--- src/core/fss_pkg.sv ---
// fss_pkg: register map, field positions, reset values and engine states for the
// flash sector status and program-data staging block.
// assumes apb with 32-bit data, one register per aligned word.
package fss_pkg;

    // ==========================================================================
    // register indices (printed offsets are not word multiples: byte = 4 * index)
    localparam logic [19:0] FSS_IDX_SECTOR_STATUS_HIGH = 20'he0006;
    localparam logic [19:0] FSS_IDX_PROGRAM_DATA0_LOW = 20'he0008;
    localparam logic [19:0] FSS_IDX_PROGRAM_DATA0_HIGH = 20'he000a;
    localparam logic [19:0] FSS_IDX_PROGRAM_DATA1_LOW = 20'he000c;
    localparam logic [19:0] FSS_IDX_PROGRAM_DATA1_HIGH = 20'he000e;
    localparam logic [19:0] FSS_IDX_TARGET_LOC_LOW = 20'he0010;
    localparam logic [19:0] FSS_IDX_TARGET_LOC_HIGH = 20'he0012;
    localparam logic [19:0] FSS_IDX_WRITE_ERROR = 20'he0014;
    localparam logic [19:0] FSS_IDX_CONTROL = 20'he0016;

    // ==========================================================================
    // field positions
    localparam int FSS_SEC_LO = 0;
    localparam int FSS_BANK_LO = 8;
    localparam int FSS_CTL_LAUNCH = 0;
    localparam int FSS_CTL_SINGLE = 1;
    localparam int FSS_CTL_DOUBLE = 2;
    localparam int FSS_CTL_HOLD = 3;
    localparam int FSS_CTL_ERASE = 4;
    localparam int FSS_CTL_ARRAY = 5;
    localparam int FSS_CTL_BUSY = 8;
    localparam int FSS_ERR_FLAG = 0;
    localparam int FSS_ERR_ERASE = 1;
    localparam int FSS_ERR_PROG = 2;
    localparam int FSS_ERR_SEQ = 6;

    // ==========================================================================
    // reset values and writable masks
    localparam logic [15:0] FSS_RST_STATUS = 16'h0000;
    localparam logic [15:0] FSS_RST_DATA = 16'hffff;
    localparam logic [15:0] FSS_RST_ADDR = 16'h0000;
    localparam logic [15:0] FSS_MASK_STATUS = 16'h0303;
    localparam logic [15:0] FSS_MASK_ADDR_LOW = 16'hfffc;
    localparam logic [15:0] FSS_MASK_ADDR_HIGH = 16'h001f;
    localparam logic [15:0] FSS_MASK_ERR = 16'h0047;

    // ==========================================================================
    // engine timing
    localparam int FSS_WORD_CYCLES = 4;

    typedef enum logic [2:0] {
        FSS_IDLE = 3'b000,
        FSS_PROG_EVEN = 3'b001,
        FSS_PROG_ODD = 3'b010,
        FSS_ERASE = 3'b011,
        FSS_HELD = 3'b100
    } fss_state_t;

endpackage

--- src/core/fss_core.sv ---
// fss_core: sector/bank status register with array-select banking, program-data
// staging registers and a small write engine that hands words to the flash array.
// assumes the array answers each request with flash_done, optionally flash_fail.
//
// Functional notes
// - status register shows banks 3/2 when array_select is 0, banks 1/0 when 1
// - extension array: bits 1:0 set during erase for bank-3 sectors, cleared if clean
// - extension array: bits 9:8 report banks 3/2 during erase, cleared if clean
// - primary array: bits 1:0 set during erase for bank-1 sectors, cleared if clean
// - primary array: bits 9:8 report banks 1/0 during erase, cleared if clean
// - with error flag set, a status bit of 1 means erase error there
// - error clear and hold set: status 1 means erase suspended; else meaningless
// - address and data staging registers stay fixed during a program operation
// - double write puts data0 at even word address, data1 at next odd word
// - error flag set on write failure or bad setup, held until software clears
//
// Decided for this implementation: register access over APB.
`timescale 1ns/1ps

module fss_core
    import fss_pkg::*;
#(
    parameter int ADDR_W = 22
) (
    input wire logic pclk, // apb clock, 40 MHz
    input wire logic presetn, // asynchronous reset, active low
    input wire logic psel, // apb select
    input wire logic penable, // apb access phase
    input wire logic pwrite, // apb direction
    input wire logic [ADDR_W-1:0] paddr, // apb byte address
    input wire logic [31:0] pwdata, // apb write data
    input wire logic [3:0] pstrb, // apb byte strobes
    output logic [31:0] prdata, // apb read data
    output logic pready, // apb ready
    output logic pslverr, // apb error on unmapped address
    output logic flash_req, // one-cycle request to program one word
    output logic flash_erase, // one-cycle request to erase selected sectors
    output logic [20:0] flash_addr, // word byte address to the array
    output logic [31:0] flash_wdata, // data word to the array
    output logic [3:0] erase_sectors, // sectors chosen for erase, array_select applied
    input wire logic flash_done, // array finished current word or erase
    input wire logic flash_fail, // array reports failure with flash_done
    input wire logic [3:0] fail_where, // failing {bank_hi, bank_lo, sec1, sec0}
    output logic write_busy // engine active
);

    typedef struct packed {
        fss_state_t st;
        logic array_select;
        logic hold_request;
        logic single_word_write_select;
        logic double_word_write_select;
        logic erase_select;
        logic [3:0] ext_status;
        logic [3:0] pri_status;
        logic [15:0] data0_lo;
        logic [15:0] data0_hi;
        logic [15:0] data1_lo;
        logic [15:0] data1_hi;
        logic [15:0] addr_lo;
        logic [15:0] addr_hi;
        logic err_flag;
        logic err_erase;
        logic err_prog;
        logic err_seq;
        logic req;
        logic erase_go;
        logic [20:0] out_addr;
        logic [31:0] out_data;
        logic [31:0] rdata;
        logic slverr;
        logic rdy;
    } fss_regs_t;

    fss_regs_t r_q;
    fss_regs_t r_d;

    // ==========================================================================
    // helpers
    function automatic logic [15:0] merge16(input logic [15:0] old, input logic [31:0] wd,
                                           input logic [3:0] strb, input logic [15:0] mask);
        logic [15:0] nv;
        nv = old;
        if (strb[0]) begin
            nv[7:0] = wd[7:0];
        end
        if (strb[1]) begin
            nv[15:8] = wd[15:8];
        end
        return (nv & mask) | (old & ~mask);
    endfunction

    function automatic logic [15:0] status_view(input logic [3:0] s);
        logic [15:0] v;
        v = 16'h0000;
        v[FSS_SEC_LO +: 2] = s[1:0];
        v[FSS_BANK_LO +: 2] = s[3:2];
        return v;
    endfunction

    logic access;
    logic wr;
    logic [19:0] idx;
    logic busy;
    logic staging_lock;

    assign access = psel & penable;
    assign wr = access & pwrite;
    assign idx = 20'(paddr >> 2);
    assign busy = r_q.st != FSS_IDLE;
    assign staging_lock = busy;

    // ==========================================================================
    // next-state logic
    always_comb begin
        logic [15:0] ctl_w;
        logic [15:0] stat_w;
        logic [15:0] err_w;
        logic launch;
        logic bad_setup;
        logic [2:0] sel_cnt;
        logic hw_err;
        ctl_w = 16'h0000;
        stat_w = 16'h0000;
        err_w = 16'h0000;
        launch = 1'b0;
        bad_setup = 1'b0;
        sel_cnt = 3'b000;
        hw_err = 1'b0;
        r_d = r_q;
        r_d.req = 1'b0;
        r_d.erase_go = 1'b0;
        r_d.slverr = 1'b0;
        r_d.rdy = 1'b0;
        if (psel & ~penable) begin
            r_d.rdy = 1'b1;
        end
        // ---------------- reads
        r_d.rdata = 32'h0000_0000;
        if (psel & ~penable & ~pwrite) begin
            unique case (idx)
                FSS_IDX_SECTOR_STATUS_HIGH: r_d.rdata[15:0] = r_q.array_select ?
                    status_view(r_q.pri_status) : status_view(r_q.ext_status);
                FSS_IDX_PROGRAM_DATA0_LOW: r_d.rdata[15:0] = r_q.data0_lo;
                FSS_IDX_PROGRAM_DATA0_HIGH: r_d.rdata[15:0] = r_q.data0_hi;
                FSS_IDX_PROGRAM_DATA1_LOW: r_d.rdata[15:0] = r_q.data1_lo;
                FSS_IDX_PROGRAM_DATA1_HIGH: r_d.rdata[15:0] = r_q.data1_hi;
                FSS_IDX_TARGET_LOC_LOW: r_d.rdata[15:0] = r_q.addr_lo;
                FSS_IDX_TARGET_LOC_HIGH: r_d.rdata[15:0] = r_q.addr_hi;
                FSS_IDX_WRITE_ERROR: begin
                    r_d.rdata[FSS_ERR_FLAG] = r_q.err_flag;
                    r_d.rdata[FSS_ERR_ERASE] = r_q.err_erase;
                    r_d.rdata[FSS_ERR_PROG] = r_q.err_prog;
                    r_d.rdata[FSS_ERR_SEQ] = r_q.err_seq;
                end
                FSS_IDX_CONTROL: begin
                    r_d.rdata[FSS_CTL_LAUNCH] = busy;
                    r_d.rdata[FSS_CTL_SINGLE] = r_q.single_word_write_select;
                    r_d.rdata[FSS_CTL_DOUBLE] = r_q.double_word_write_select;
                    r_d.rdata[FSS_CTL_HOLD] = r_q.hold_request;
                    r_d.rdata[FSS_CTL_ERASE] = r_q.erase_select;
                    r_d.rdata[FSS_CTL_ARRAY] = r_q.array_select;
                    r_d.rdata[FSS_CTL_BUSY] = busy;
                end
                default: r_d.slverr = 1'b1;
            endcase
        end
        if (psel & ~penable & pwrite) begin
            unique case (idx)
                FSS_IDX_SECTOR_STATUS_HIGH, FSS_IDX_PROGRAM_DATA0_LOW, FSS_IDX_PROGRAM_DATA0_HIGH,
                FSS_IDX_PROGRAM_DATA1_LOW, FSS_IDX_PROGRAM_DATA1_HIGH, FSS_IDX_TARGET_LOC_LOW,
                FSS_IDX_TARGET_LOC_HIGH, FSS_IDX_WRITE_ERROR, FSS_IDX_CONTROL: r_d.slverr = 1'b0;
                default: r_d.slverr = 1'b1;
            endcase
        end
        // ---------------- writes (take effect at the access edge)
        if (wr) begin
            unique case (idx)
                FSS_IDX_SECTOR_STATUS_HIGH: begin
                    if (!busy) begin
                        stat_w = merge16(r_d.array_select ? status_view(r_q.pri_status) :
                            status_view(r_q.ext_status), pwdata, pstrb, FSS_MASK_STATUS);
                        if (r_q.array_select) begin
                            r_d.pri_status = {stat_w[FSS_BANK_LO +: 2], stat_w[FSS_SEC_LO +: 2]};
                        end else begin
                            r_d.ext_status = {stat_w[FSS_BANK_LO +: 2], stat_w[FSS_SEC_LO +: 2]};
                        end
                    end
                end
                FSS_IDX_PROGRAM_DATA0_LOW: if (!staging_lock) r_d.data0_lo = merge16(r_q.data0_lo,
                    pwdata, pstrb, 16'hffff);
                FSS_IDX_PROGRAM_DATA0_HIGH: if (!staging_lock) r_d.data0_hi = merge16(r_q.data0_hi,
                    pwdata, pstrb, 16'hffff);
                FSS_IDX_PROGRAM_DATA1_LOW: if (!staging_lock) r_d.data1_lo = merge16(r_q.data1_lo,
                    pwdata, pstrb, 16'hffff);
                FSS_IDX_PROGRAM_DATA1_HIGH: if (!staging_lock) r_d.data1_hi = merge16(r_q.data1_hi,
                    pwdata, pstrb, 16'hffff);
                FSS_IDX_TARGET_LOC_LOW: if (!staging_lock) r_d.addr_lo = merge16(r_q.addr_lo,
                    pwdata, pstrb, FSS_MASK_ADDR_LOW);
                FSS_IDX_TARGET_LOC_HIGH: if (!staging_lock) r_d.addr_hi = merge16(r_q.addr_hi,
                    pwdata, pstrb, FSS_MASK_ADDR_HIGH);
                FSS_IDX_WRITE_ERROR: begin
                    // write one to clear; hardware sets below win over this
                    err_w = merge16(16'h0000, pwdata, pstrb, FSS_MASK_ERR);
                    if (err_w[FSS_ERR_FLAG]) r_d.err_flag = 1'b0;
                    if (err_w[FSS_ERR_ERASE]) r_d.err_erase = 1'b0;
                    if (err_w[FSS_ERR_PROG]) r_d.err_prog = 1'b0;
                    if (err_w[FSS_ERR_SEQ]) r_d.err_seq = 1'b0;
                end
                FSS_IDX_CONTROL: begin
                    ctl_w = merge16(16'h0000, pwdata, pstrb, 16'hffff);
                    r_d.hold_request = ctl_w[FSS_CTL_HOLD];
                    if (!busy && r_q.st != FSS_HELD) begin
                        r_d.array_select = ctl_w[FSS_CTL_ARRAY];
                    end
                    if (ctl_w[FSS_CTL_LAUNCH]) begin
                        r_d.single_word_write_select = ctl_w[FSS_CTL_SINGLE];
                        r_d.double_word_write_select = ctl_w[FSS_CTL_DOUBLE];
                        r_d.erase_select = ctl_w[FSS_CTL_ERASE];
                        launch = 1'b1;
                    end
                end
                default: ;
            endcase
        end
        // ---------------- launch checks
        sel_cnt = 3'({2'b00, ctl_w[FSS_CTL_SINGLE]} + {2'b00, ctl_w[FSS_CTL_DOUBLE]}
            + {2'b00, ctl_w[FSS_CTL_ERASE]});
        if (launch) begin
            bad_setup = r_q.err_flag | (r_q.hold_request & (r_q.st != FSS_HELD)) | ctl_w[FSS_CTL_HOLD]
                | (sel_cnt != 3'd1) | (ctl_w[FSS_CTL_DOUBLE] & r_q.addr_lo[2]) | (busy && r_q.st != FSS_HELD);
        end
        // ---------------- engine
        unique case (r_q.st)
            FSS_IDLE: begin
                if (launch && !bad_setup) begin
                    r_d.out_addr = {r_q.addr_hi[4:0], r_q.addr_lo};
                    r_d.out_data = {r_q.data0_hi, r_q.data0_lo};
                    if (ctl_w[FSS_CTL_ERASE]) begin
                        r_d.erase_go = 1'b1;
                        r_d.st = FSS_ERASE;
                        if (r_d.array_select) begin
                            r_d.pri_status = r_q.pri_status | {2'b00, 2'b11};
                        end else begin
                            r_d.ext_status = r_q.ext_status | {2'b00, 2'b11};
                        end
                    end else begin
                        r_d.req = 1'b1;
                        r_d.st = FSS_PROG_EVEN;
                    end
                end
            end
            FSS_PROG_EVEN: begin
                if (flash_done) begin
                    if (flash_fail) begin
                        r_d.err_prog = 1'b1;
                        hw_err = 1'b1;
                        r_d.st = FSS_IDLE;
                    end else if (r_q.double_word_write_select) begin
                        r_d.out_addr = 21'(r_q.out_addr + 21'h4);
                        r_d.out_data = {r_q.data1_hi, r_q.data1_lo};
                        r_d.req = 1'b1;
                        r_d.st = FSS_PROG_ODD;
                    end else begin
                        r_d.st = FSS_IDLE;
                    end
                end
            end
            FSS_PROG_ODD: begin
                if (flash_done) begin
                    r_d.err_prog = r_d.err_prog | flash_fail;
                    hw_err = flash_fail;
                    r_d.st = FSS_IDLE;
                end
            end
            FSS_ERASE: begin
                if (r_q.hold_request) begin
                    r_d.st = FSS_HELD; // bits stay: erase suspended there
                end else if (flash_done) begin
                    r_d.st = FSS_IDLE;
                    if (flash_fail) begin
                        r_d.err_erase = 1'b1;
                        hw_err = 1'b1;
                        if (r_q.array_select) begin
                            r_d.pri_status = fail_where;
                        end else begin
                            r_d.ext_status = fail_where;
                        end
                    end else if (r_q.array_select) begin
                        r_d.pri_status = 4'h0;
                    end else begin
                        r_d.ext_status = 4'h0;
                    end
                end else if (r_q.array_select) begin
                    r_d.pri_status[3:2] = 2'b11;
                end else begin
                    r_d.ext_status[3:2] = 2'b11;
                end
            end
            FSS_HELD: begin
                if (launch && !bad_setup && ctl_w[FSS_CTL_ERASE]) begin
                    r_d.st = FSS_ERASE;
                    r_d.erase_go = 1'b1;
                end
            end
            default: r_d.st = FSS_IDLE;
        endcase
        if (launch && bad_setup) begin
            r_d.err_seq = 1'b1;
            hw_err = 1'b1;
        end
        if (hw_err) begin
            r_d.err_flag = 1'b1;
        end
        if (r_d.st == FSS_IDLE && r_q.st != FSS_IDLE) begin
            r_d.single_word_write_select = 1'b0;
            r_d.double_word_write_select = 1'b0;
            r_d.erase_select = 1'b0;
        end
    end

    always_ff @(posedge pclk or negedge presetn) begin
        if (!presetn) begin
            r_q <= '{st: FSS_IDLE, ext_status: FSS_RST_STATUS[3:0], pri_status: FSS_RST_STATUS[3:0],
                data0_lo: FSS_RST_DATA, data0_hi: FSS_RST_DATA, data1_lo: FSS_RST_DATA,
                data1_hi: FSS_RST_DATA, addr_lo: FSS_RST_ADDR, addr_hi: FSS_RST_ADDR,
                default: '0};
        end else begin
            r_q <= r_d;
        end
    end

    // ==========================================================================
    // outputs
    assign prdata = r_q.rdata;
    assign pready = r_q.rdy;
    assign pslverr = r_q.slverr & r_q.rdy;
    assign flash_req = r_q.req;
    assign flash_erase = r_q.erase_go;
    assign flash_addr = r_q.out_addr;
    assign flash_wdata = r_q.out_data;
    assign erase_sectors = r_q.array_select ? r_q.pri_status : r_q.ext_status;
    assign write_busy = busy;

endmodule // fss_core

--- config.mk ---
export PLATFORM = sky130hd
export DESIGN_NAME = fss_core
export DESIGN_NICKNAME = d
export VERILOG_FILES = /design/src/core/fss_pkg.sv /design/src/core/fss_core.sv
export SDC_FILE = /design/constraint.sdc
export NUM_CORES = 1
export LEC_CHECK = 0
export ABC_AREA = 0
export BUFFER_PORTS_ARGS = -buffer_cell sky130_fd_sc_hd__clkbuf_2
export CAP_MARGIN = 20
export CORE_UTILIZATION = 48
export DETAILED_ROUTE_END_ITERATION = 10
export GPL_TIMING_DRIVEN = 0
export MAX_ROUTING_LAYER = met4
export PLACE_DENSITY = 0.79
export RECOVER_POWER = 50
export SLEW_MARGIN = 20
export SYNTH_ARGS = -nofsm -noshare
export SYNTH_HDL_FRONTEND = slang
export SYNTH_SLANG_ARGS = --single-unit
--- constraint.sdc ---
create_clock -name pclk -period 2.39 [get_ports pclk]
set_input_delay 0.478 -clock pclk [delete_from_list [all_inputs] [get_ports pclk]]
set_output_delay 0.478 -clock pclk [all_outputs]
set_load 0.01 [all_outputs]
[Word-level counts from Yosys, hierarchy flattened]
Cells that the tools add are included.
Word-level totals
  register bits: 189
  output and inout port bits: 94
Operators by class
  add/subtract/negate cells: 3
  equal/unequal tests: 21
  multiplexer cells: 132
  bitwise operators: 20
  reduce and logical (&&, ||, !) cells: 37
Operators by type and width (number)
  two-way mux 16 bit: 12
  == test 20 bit, second input constant: 9
  two-way mux 8 bit: 22
  two-way mux 53 bit: 3
  two-way mux 113 bit: 1
  one-hot mux 53 bit (2 select lines): 1
  two-way mux 55 bit: 1
  one-hot mux 7 bit (7 select lines): 1
  two-way mux 4 bit: 10
  two-way mux 5 bit: 7
  two-way mux 1 bit: 32
  two-way mux 2 bit: 16
  AND reduction 4 bit: 8
  one-hot mux 3 bit (9 select lines): 1
  two-way mux 3 bit: 8
  one-hot mux 3 bit (8 select lines): 1
  adder 21 x 3 -> 21 bit, second input constant: 1
  two-way mux 7 bit: 3
  nonzero test 2 bit: 10
  two-way mux 17 bit: 1
  bitwise OR 16 x 2 -> 16 bit: 1
  bitwise OR 5 x 16 -> 16 bit: 1
  one-hot mux 1 bit (8 select lines): 2
  one-hot mux 8 bit (2 select lines): 1
  other kinds (27): 60

[Logic depth before layout (Yosys ltp)]
Gate-level depths: netlist of run 1.
  depth after elaboration: 21
  mapped depth: 15
  gate-level depth less buffers: 11

[Least setup slack after synthesis of run 1]
Ideal clock, no wire load.
  path type: input port to flip-flop
  start: in paddr[18]
  end: reg r_q (netlist bit flash_addr[2])
  setup time: 0.128 ns
  arrival time: 3.658 ns
  data required time: 2.262 ns
  setup slack: -1.396 ns
  cell stages on the path: 13
  buffers on the path: 3
  cells stage by stage: and4b_1 -> nand2_1 -> buf_1 -> nor2_1 -> nand3_1 -> fa_1 -> nor4b_1 -> nand4_1 -> or4_1 -> buf_2 -> and2_1 -> clkbuf_1 -> mux2_1
On the way
  longest elaborated chain between the ends: 14
  elaborated cells between the ends (all ways): 18
  those cells by class: add/sub (2); eq/ne (3); mux (5); bitwise (5); reduce/logical (3)
RTL lines
  from (decl): line fss_core.sv:30  | input wire logic [ADDR_W-1:0] paddr,
  == test 20 bit *: line fss_core.sv:178  | unique case (idx)
  two-way mux 5 bit: line fss_core.sv:178
  two-way mux 5 bit: line fss_core.sv:177  | if (wr) begin
  adder 1 x 1 -> 2 bit: line fss_core.sv:227  | sel_cnt = 3'({2'b00, ctl_w[FSS_CTL_SINGLE]} + {2'b00, ctl_w[FSS_CTL_DOUBLE]}
  adder 2 x 1 -> 3 bit: line fss_core.sv:228  | + {2'b00, ctl_w[FSS_CTL_ERASE]});
  inequality test 3 x 1 -> 1 bit: line fss_core.sv:231  | | (sel_cnt != 3'd1) | (ctl_w[FSS_CTL_DOUBLE] & r_q.addr_lo[2]) | (busy && r_q.st != FSS_HELD);
  bitwise OR 1 bit (3 in a row): line fss_core.sv:231
  two-way mux 1 bit: line fss_core.sv:229  | if (launch) begin
  logical NOT 1 bit: line fss_core.sv:236  | if (launch && !bad_setup) begin
  logical AND 1 bit *: line fss_core.sv:236
  inequality test 2 bit (no source line) *
  AND reduction 5 bit (no source line) *
  to (signal assigned): line fss_core.sv:324  | r_q <= '{st: FSS_IDLE, ext_status: FSS_RST_STATUS[3:0], pri_status: FSS_RST_STATUS[3:0],
  to (signal assigned): line fss_core.sv:329  | r_q <= r_d;
  to (decl): line fss_core.sv:75  | fss_regs_t r_q;
Mark *: on every way between the ends. The rest lies on a longest branch, timed or not.
A chain may end at the register's enable or synchronous reset.

[Final worst setup path of run 1]
  start: in paddr[5]
  end: reg r_q (netlist bit flash_addr[2])
The elaborated chain is that of the path after synthesis.

==> impl_summary.md, run 1 <==
Timing
Timing would allow up to 299.2 MHz. The final period demand of the worst path is 3.342 ns. The count of final setup violators is 140. The number of hold violations in the final report came to 0. The actual slew at the worst max-slew pin is 1.969 ns.

The worst-case clock skew is 0.008159 ns. Setup repair after global routing could not meet its margin everywhere. Dividing the final minimum period by the clock period gives 1.398. The relative slew slack is -0.3125. The max-slew violation total from the final report was 33. The slack of the critical path is -0.9523 ns. The worst hold margin is 0.3413 ns.

Synthesis
By count the netlist is led by dfrtp_1, mux2_2, buf_4. The number of distinct library cells after synthesis is 71. The mux share of post-synthesis cell area is 0.1428.

The number of flops mapped to enable cells by yosys is 0. The number of warnings reported in the yosys synthesis log is 0. The most frequently used flop master after synthesis is dfrtp_1. After synthesis, the largest family of logic cells by area is compound AO/OA/AOI/OAI gates.

The share of Yosys cell area claimed by the top area cell type is 0.2922. The synthesized netlist occupies a cell area of 9507 um^2. Yosys instantiated no cell more often than dfrtp_1. The largest area contributor in the synthesized netlist is dfrtp_1. The share of synthesized flip-flops with an asynchronous set or reset is 1.000. Counting flops and latches in the post-synthesis netlist gives 175. Of the total synthesized cell area, the portion taken by AND, OR, NAND and NOR gates is 0.1245. By area the synthesized netlist is led by dfrtp_1, dfstp_2, mux2_2. Of the total synthesized cell area, the portion taken by full adders, half adders and majority gates is 0.003422. The post-synthesis area per instance is 10.72 um^2. The synthesized-area fraction occupied by ao, oa, aoi and oai cells is 0.1608.

Of the total synthesized cell area, the portion taken by XOR and XNOR cells is 0.0009213. The share of the Yosys chip area taken by registers is 0.4691. Synthesis handed over a netlist of 887 instances.

Clock tree
TritonCTS created 17 clock buffers. Clock latency on the worst-skew pair, taken at its later pin, is 0.44 ns. The number of sinks driven by the clock tree is 175. No sink is reached through more buffers than the 2 on the longest clock path.

The TritonCTS clock tree is built. The clock transition at the registers of the reported paths is 0.07 ns. The root buffer cell is clkbuf_16. The H-tree level count is 4.

Global routing
The met2 demand-to-capacity share in global routing is 0.4675. The initial antenna violation count was 0. For this run, global-route usage on met3 was measured as 0.07243. The largest net degree at the start of global routing is 76. The first global-routing pass estimated 43.66 mm of wire. The number of global-route vias before repair is 7788. The total overflow reported by the global router is 0. The met1 usage is 0.3794.

The global routing stage identified its most utilized layer as met2. The aggregate global-route resource usage is 0.2987.

Setup path
Data on the critical path is required at its endpoint by 2.71 ns. The terminus of the critical flop-to-flop path is flash_wdata[16]. The biggest fanout along the worst timing path is 9.

The slowest stage of the critical path is the fa_1 cell. The most critical setup path has its startpoint at paddr[5]. The most repeated library cell on the critical path is nand4_1. The largest single stage delay on the critical path is 0.49 ns. The element type at the critical path end is a register. The reg-to-reg critical path startpoint is r_q[203]. STA classifies the critical path startpoint as a primary input. The worst reg-to-reg setup slack is -0.41 ns. The depth of the worst register-to-register path is 6. The setup path with the least slack is of type in2reg. The critical path goes through clkbuf_2, and3b_1, nand4_1, nor2_4, nand3_2, fa_1, nor4b_2, nand4_1, or4_1, buf_6, and2_4, mux2_1. Data arrives at the worst endpoint at 3.66 ns.

Worst hold path
The hold path startpoint is pwdata[15]. The worst hold path passes through 2 cells. The path with the worst hold slack has its endpoint at r_q[124]. The worst hold-check path type is in2reg.

Die
The area of the die is 20370 um^2. The horizontal extent of the die is 142.7 um. The number of placement rows is 51.

The overall die height is 142.7 um. The I/O pin count is 163. The initial standard-cell utilization of the core is 0.4885.

After floorplanning, the core was sized to cover 19460 um^2.

Finish
The number of antenna cells inserted is 0. From synthesis to final layout, the design area changed by 25.86%. The finished layout holds 1355 standard cells, fillers aside. In the final design database the tool counted 1148 nets. The fraction of final layout cells with drive strength greater than 1 is 0.4532. The post-route cell area is 11970 um^2.

Placed design
The final weighted congestion in routability-driven placement is 0.9359. The cell area after placement is 10680 um^2. The HPWL after detailed placement is 20.32 mm. At the placement stage, the worst setup path has a slack of -2.266 ns. During placement, the flow inserted port buffers numbering 122. Counting tap cells, the placed design contains a total of 1293 instances.

Power and ir drop
Dividing total power by cell area gives a power density of 515.4 nW/um^2. Cell internal power was estimated by the tool at 4.750 mW. The worst IR drop on VDD is 0.0005413 V. The static leakage is 5.192 nW. The fraction of power consumed by sequential logic is 0.482.

The fraction of power consumed by the clock network is 0.471. The analysis attributes to net switching a power of 1.417 mW. The share of total power dissipated in combinational logic is 0.047.

The net switching fraction of the power is 0.2298. The total power consumption of the routed design is 6.167 mW.

Routing
The detail route stage leaves a number of antenna-violating nets equal to 0. The first-pass detailed-route iteration total is 6. The DRC violation count after routing is 0.

The number of DRC markers in iteration 0 is 1000. The routed via count divided by cell count is 6.167. The average wire per standard cell is 22.10 um. The sum of routed wire length over all layers is 29.95 mm.

The total via count in the routed design is 8356.

Status
The flow ran to the end, but the final reports show violations. The final reports fail on capacitance limit, slew limit, setup timing.

Flow run
The tool flagged a number of max-cap violations equal to 1.
==> area by class of cell <==
type / instances / area, um^2
tap: 265 / 331.6
sequential: 175 / 4459
buffer: 133 / 964.7
fill: 1520 / 7497
clock buffer: 21 / 450.4
clock inverter: 11 / 156.4
inverter: 24 / 92.59
multi-input combinational: 567 / 4541
timing repair buffer: 159 / 969.7
==> power by group through the flow <==
stage / registers (mW) / clock network [mW] / logic [mW]
global placement: 3.02 / 0 / 0.258
floorplan: 3.02 / 0 / 0.105
finish: 2.97 / 2.90 / 0.290
detailed placement: 3.02 / 0 / 0.275
CTS: 2.97 / 2.90 / 0.287
global route: 2.97 / 3.04 / 0.316
==> how the worst max path moves through the flow <==
stage	cells past startpoint	endpoint
after floorplan	12	flash_addr[2]
after global placement	1	flash_addr[17]
after detailed placement	13	flash_wdata[9]
after CTS	12	flash_addr[2]
after global routing	12	flash_addr[2]
final	12	flash_addr[2]
==> cell usage in the layout (no fill, tap or decap), types with 6 or more instances in the layout <==
cell type  netlist  final
buf_6            0     11
clkbuf_4         0     10
o22ai_1         14     11
a21oi_1         51     43
and3_1          10     10
dfrtp_1        111    111
nand4_1         12     12
inv_1           24     21
conb_1           1     16
a21oi_2          0      8
mux2i_1         13     13
clkbuf_1        38     88
a31o_2           6      6
mux2_2         101    101
o21ai_1         34     24
o21ai_2          0     16
nand2_1         35     32
and2_1           7      6
a32oi_1          8      8
nor4_4           2      6
clkbuf_16        0     19
buf_4           85    104
nor2_1          14     13
nor3_4           4      6
buf_12           0      6
a22oi_2          0     17
clkbuf_2         1     58
nand3_1         52     48
nor3_1          20     15
a22oi_1         59     42
dfstp_2         64     64
==> stage by stage <==
step / TNS, ns / util
global placement: -481.74 / 0.5441
global route: -130.01 / 0.6148
finish: -73.62 / 0.6148
CTS: -47.78 / 0.5988
detailed placement: -159.72 / 0.5488
floorplan: -65.65 / -
==> metal layers <==
layer	wire, um	vias up
met1	11610	4046
met3	3336	101
met5	0	-
li1	-	3601
met2	14080	608
met4	929	0
==> what timing repair did <==
action | CTS | global route
endpoints found under the hold margin | 30 | 0
buffers inserted | 22 | 8
resized for setup | 52 | 77
cloned | 0 | 2
pin swaps | 13 | 22
hold buffers | 1 | 0
endpoints found under the setup margin | 138 | 114
==> cells by family (layout without fill, tap and decap cells) <==
logic type / after synthesis / count (layout)
compound gates: 228 / 228
simple gates: 200 / 200
flops: 175 / 175
buf+inv: 160 / 348
mux: 120 / 120
fa+ha+maj: 2 / 2
other cells: 1 / 16
xor+xnor: 1 / 1
==> sequential cells by signal, summed over array words and instances, names as in the netlist <==
signal / flops
prdata: 16
r_q: 104
flash_erase: 1
flash_wdata: 32
flash_req: 1
flash_addr: 20
pready: 1
==> critical path: cells and delay by family <==
family / cells / cell delay, ns
adder cells (fa/ha/maj): 1 / 0.49
multiplexers: 1 / 0.32
buffers and inverters: 2 / 0.30
AND/OR/NAND/NOR: 8 / 2.06
Power figures use the tool's default switching activity.
==> run 2, diff against run 1 <==
--- a/config.mk
+++ b/config.mk
@@ -12,7 +12,7 @@
 export DETAILED_ROUTE_END_ITERATION = 10
 export GPL_TIMING_DRIVEN = 0
 export MAX_ROUTING_LAYER = met4
-export PLACE_DENSITY = 0.79
+export PLACE_DENSITY = 0.73
 export RECOVER_POWER = 50
 export SLEW_MARGIN = 20
 export SYNTH_ARGS = -nofsm -noshare
==> run 2 against run 1 <==
  * The run ends with setup timing left
  * Clock skew about the same
  * Sequential cell count stayed put
  * Sequential share of layout area up 0.28 points
  * Non-clock buffer count down 4
  * First-iteration DRC count fell by 26%
  * Power down 0.62%
==> impl_summary.md, run 2 (same netlist as run 1, synthesis figures left out) <==
Setup path
The worst setup path is launched from a primary input. The data required time of the worst path is 2.72 ns (about the same). The beginning of the critical path is paddr[13]. The element type at the critical path end is a register. The reg-to-reg critical path startpoint is r_q[203]. The arrival time at the worst endpoint came to 3.70 ns (+0.04 ns). The depth of the worst register-to-register path is 6 (unchanged). The worst reg-to-reg setup slack came to -0.40 ns (about the same). The terminus of the critical flop-to-flop path is flash_wdata[9]. The biggest fanout along the worst timing path is 7 (-2).

The end point of the critical path is flash_addr[2]. The type of the setup path with the least slack is in2reg.

Timing
The timing-limited maximum frequency is 296.5 MHz (-0.91%). The final period demand of the worst path is 3.373 ns (+0.03085 ns). The worst hold margin is 0.3339 ns (-0.007464 ns).

The max-slew violation total from the final report is 0 (-100%). The count of final setup violators is 71 (-49%). The relative slew slack is 0.1743 (+0.4867). The number of hold violations in the final report is 0 (unchanged). The share of the clock period used by the worst path is 1.411 (+0.01291). The slack of the critical path is -0.9831 ns (-0.03085 ns). The worst-case clock skew is 0.007817 ns (-0.0003424 ns). The actual slew at the worst max-slew pin was 1.239 ns (-0.7301 ns).

The aggregate negative setup slack was -58.53 ns (+15.09 ns). Setup repair after global routing could not meet its margin everywhere.

Placed design
The post-DP HPWL is 20.16 mm (-0.80%). The number of buffers inserted by port buffering was 122 (unchanged). The final weighted congestion in routability-driven placement is 0.9304 (-0.59%). The cell area after placement came to 10680 um^2 (about the same).

Finish
The number of inserted filler cells in the final layout is 1602 (+5.4%). The most frequent standard cell in the layout excluding fill and tap cells is dfrtp_1. The multi-input gate area in the final layout is 4516 um^2 (-0.55%).

The number of flip-flops under the largest register name is 104 (unchanged). The number of antenna cells inserted is 0 (unchanged). The post-route cell area is 11880 um^2 (-0.75%).

The relative area change from synthesis to final layout is 24.91%. The storage element area is 4459 um^2 (unchanged). The register with the most flip-flops is r_q. The fraction of final layout cells with drive strength greater than 1 is 0.4770 (+0.02377). The library cells used most frequently in the layout, excluding fill and tap cells, are dfrtp_1, buf_4, mux2_2. The final-stage net count came to 1144 (-0.35%). The utilization after layout is 0.6102 (-0.004628).

Die
The initial standard-cell utilization of the core is 0.4885 (unchanged). The overall die height is 142.7 um (unchanged). The area of the die is 20370 um^2 (unchanged). The I/O pin count is 163 (unchanged).

The number of placement rows is 51 (unchanged). The horizontal extent of the die is 142.7 um (unchanged). The area of the core region is 19460 um^2 (unchanged).

Status
The run finished, with violations left. The final reports fail on setup timing.

Clock tree
The number of sinks driven by the clock tree is 175 (unchanged). The worst-case clock buffer depth came to 2 (unchanged). TritonCTS built the clock tree. The root buffer cell is clkbuf_16. The H-tree level count was 4 (unchanged).

The clock transition at the registers of the reported paths is 0.06 ns (about the same). The number of clock buffers inserted by TritonCTS is 17 (unchanged). The source-to-sink clock delay at the later pin of the worst-skew pair is 0.44 ns (about the same).

Power and ir drop
The total power consumption of the routed design came to 6.129 mW (-0.62%). The cell area power density is 516.1 nW/um^2 (+0.13%). The static leakage came to 5.322 nW (+2.5%).

The worst IR drop on VDD came to 0.0005083 V (-6.1%).

Worst hold path
The worst hold path belongs to the class in2reg.

Routing
The total via count in the routed design is 8200 (-1.9%). The number of DRC markers in iteration 0 was 743 (-26%). The DRC violation count after routing is 0 (unchanged).

The routed via count divided by cell count is 6.070 (-1.6%). The first-pass detailed-route iteration total is 5 (-1). The sum of routed wire length over all layers was 29.34 mm (-2.0%). The average wire per standard cell is 21.72 um (-1.7%).

The remaining number of nets flagged by the antenna check after routing is 0 (unchanged).

Global routing
The total overflow reported by the global router is 0 (unchanged). The first-pass GRT wire length is 44.06 mm (+0.93%). The initial antenna violation count is 0 (unchanged). The number of global-route vias before repair is 7721 (-0.86%).

The largest net degree at the start of global routing is 92 (+21%). The aggregate global-route resource usage came to 0.3027 (+0.003983).

Flow run
The number of max-cap violations is 0 (-1).
-- run 2: how the worst min path moves through the flow --
stage                    start             end  slack (ns)  depth (start not counted)
floorplan              presetn  flash_addr[10]        0.18                          0
global placement       r_q[89]         r_q[89]        0.49                          1
detailed placement     presetn   flash_addr[1]        0.29                          1
CTS                 pwdata[12]        r_q[153]        0.32                          2
global route        pwdata[15]        r_q[140]        0.32                          2
finish              pwdata[12]        r_q[153]        0.33                          2
-- run 2: routing by layer --
layer / routed length [um] / GRT usage / share of wire / vias up
met1: 12160 / 0.4014 / 0.41 / 4065
met5: 0 / - / 0 / -
met3: 2636 / 0.06808 / 0.090 / 94
met2: 13450 / 0.4461 / 0.46 / 456
li1: - / - / - / 3585
met4: 1094 / 0.1279 / 0.037 / 0
-- run 2: critical path, stage by stage --
cell and delay [ns]:
clkbuf_2 0.11, nor4_4 0.30, buf_4 0.16, nand4_1 0.19, nor2_4 0.23, nand3_2 0.10, fa_1 0.51, nor4b_4 0.31
nand4_1 0.15, or4_4 0.46, buf_6 0.16, and2_4 0.21, mux2_4 0.31
-- run 2: per-stage QoR --
stage	worst slack, ns	instances
floorplan	-1.155	902
global placement	-2.363	1289
detailed placement	-2.356	1292
CTS	-0.8830	1345
global route	-1.033	1351
finish	-0.9831	1351
-- run 2: timing repair --
item,CTS,global route
cloned,0,2
gates resized for setup,48,58
pin swaps,15,14
buffers inserted,21,7
endpoints found under the setup margin,133,123
endpoints found under the hold margin,1,0
hold buffers,1,0
-- run 2: power by group --
group / internal (mW) / total, mW / switching [mW]
Combinational: 0.0887 / 0.282 / 0.193
Sequential: 2.97 / 2.97 / 0.00425
Clock: 1.69 / 2.87 / 1.18
-- run 2: final cells by class --
type | count | share of cell area
plain buffers | 133 | 0.07913
clock buffers | 23 | 0.04215
clock inverters | 9 | 0.008745
inverters | 24 | 0.007797
multi-input cells | 567 | 0.3803
flip-flops and latches | 175 | 0.3755
well taps | 265 | 0.02792
repair buffers | 155 | 0.07850
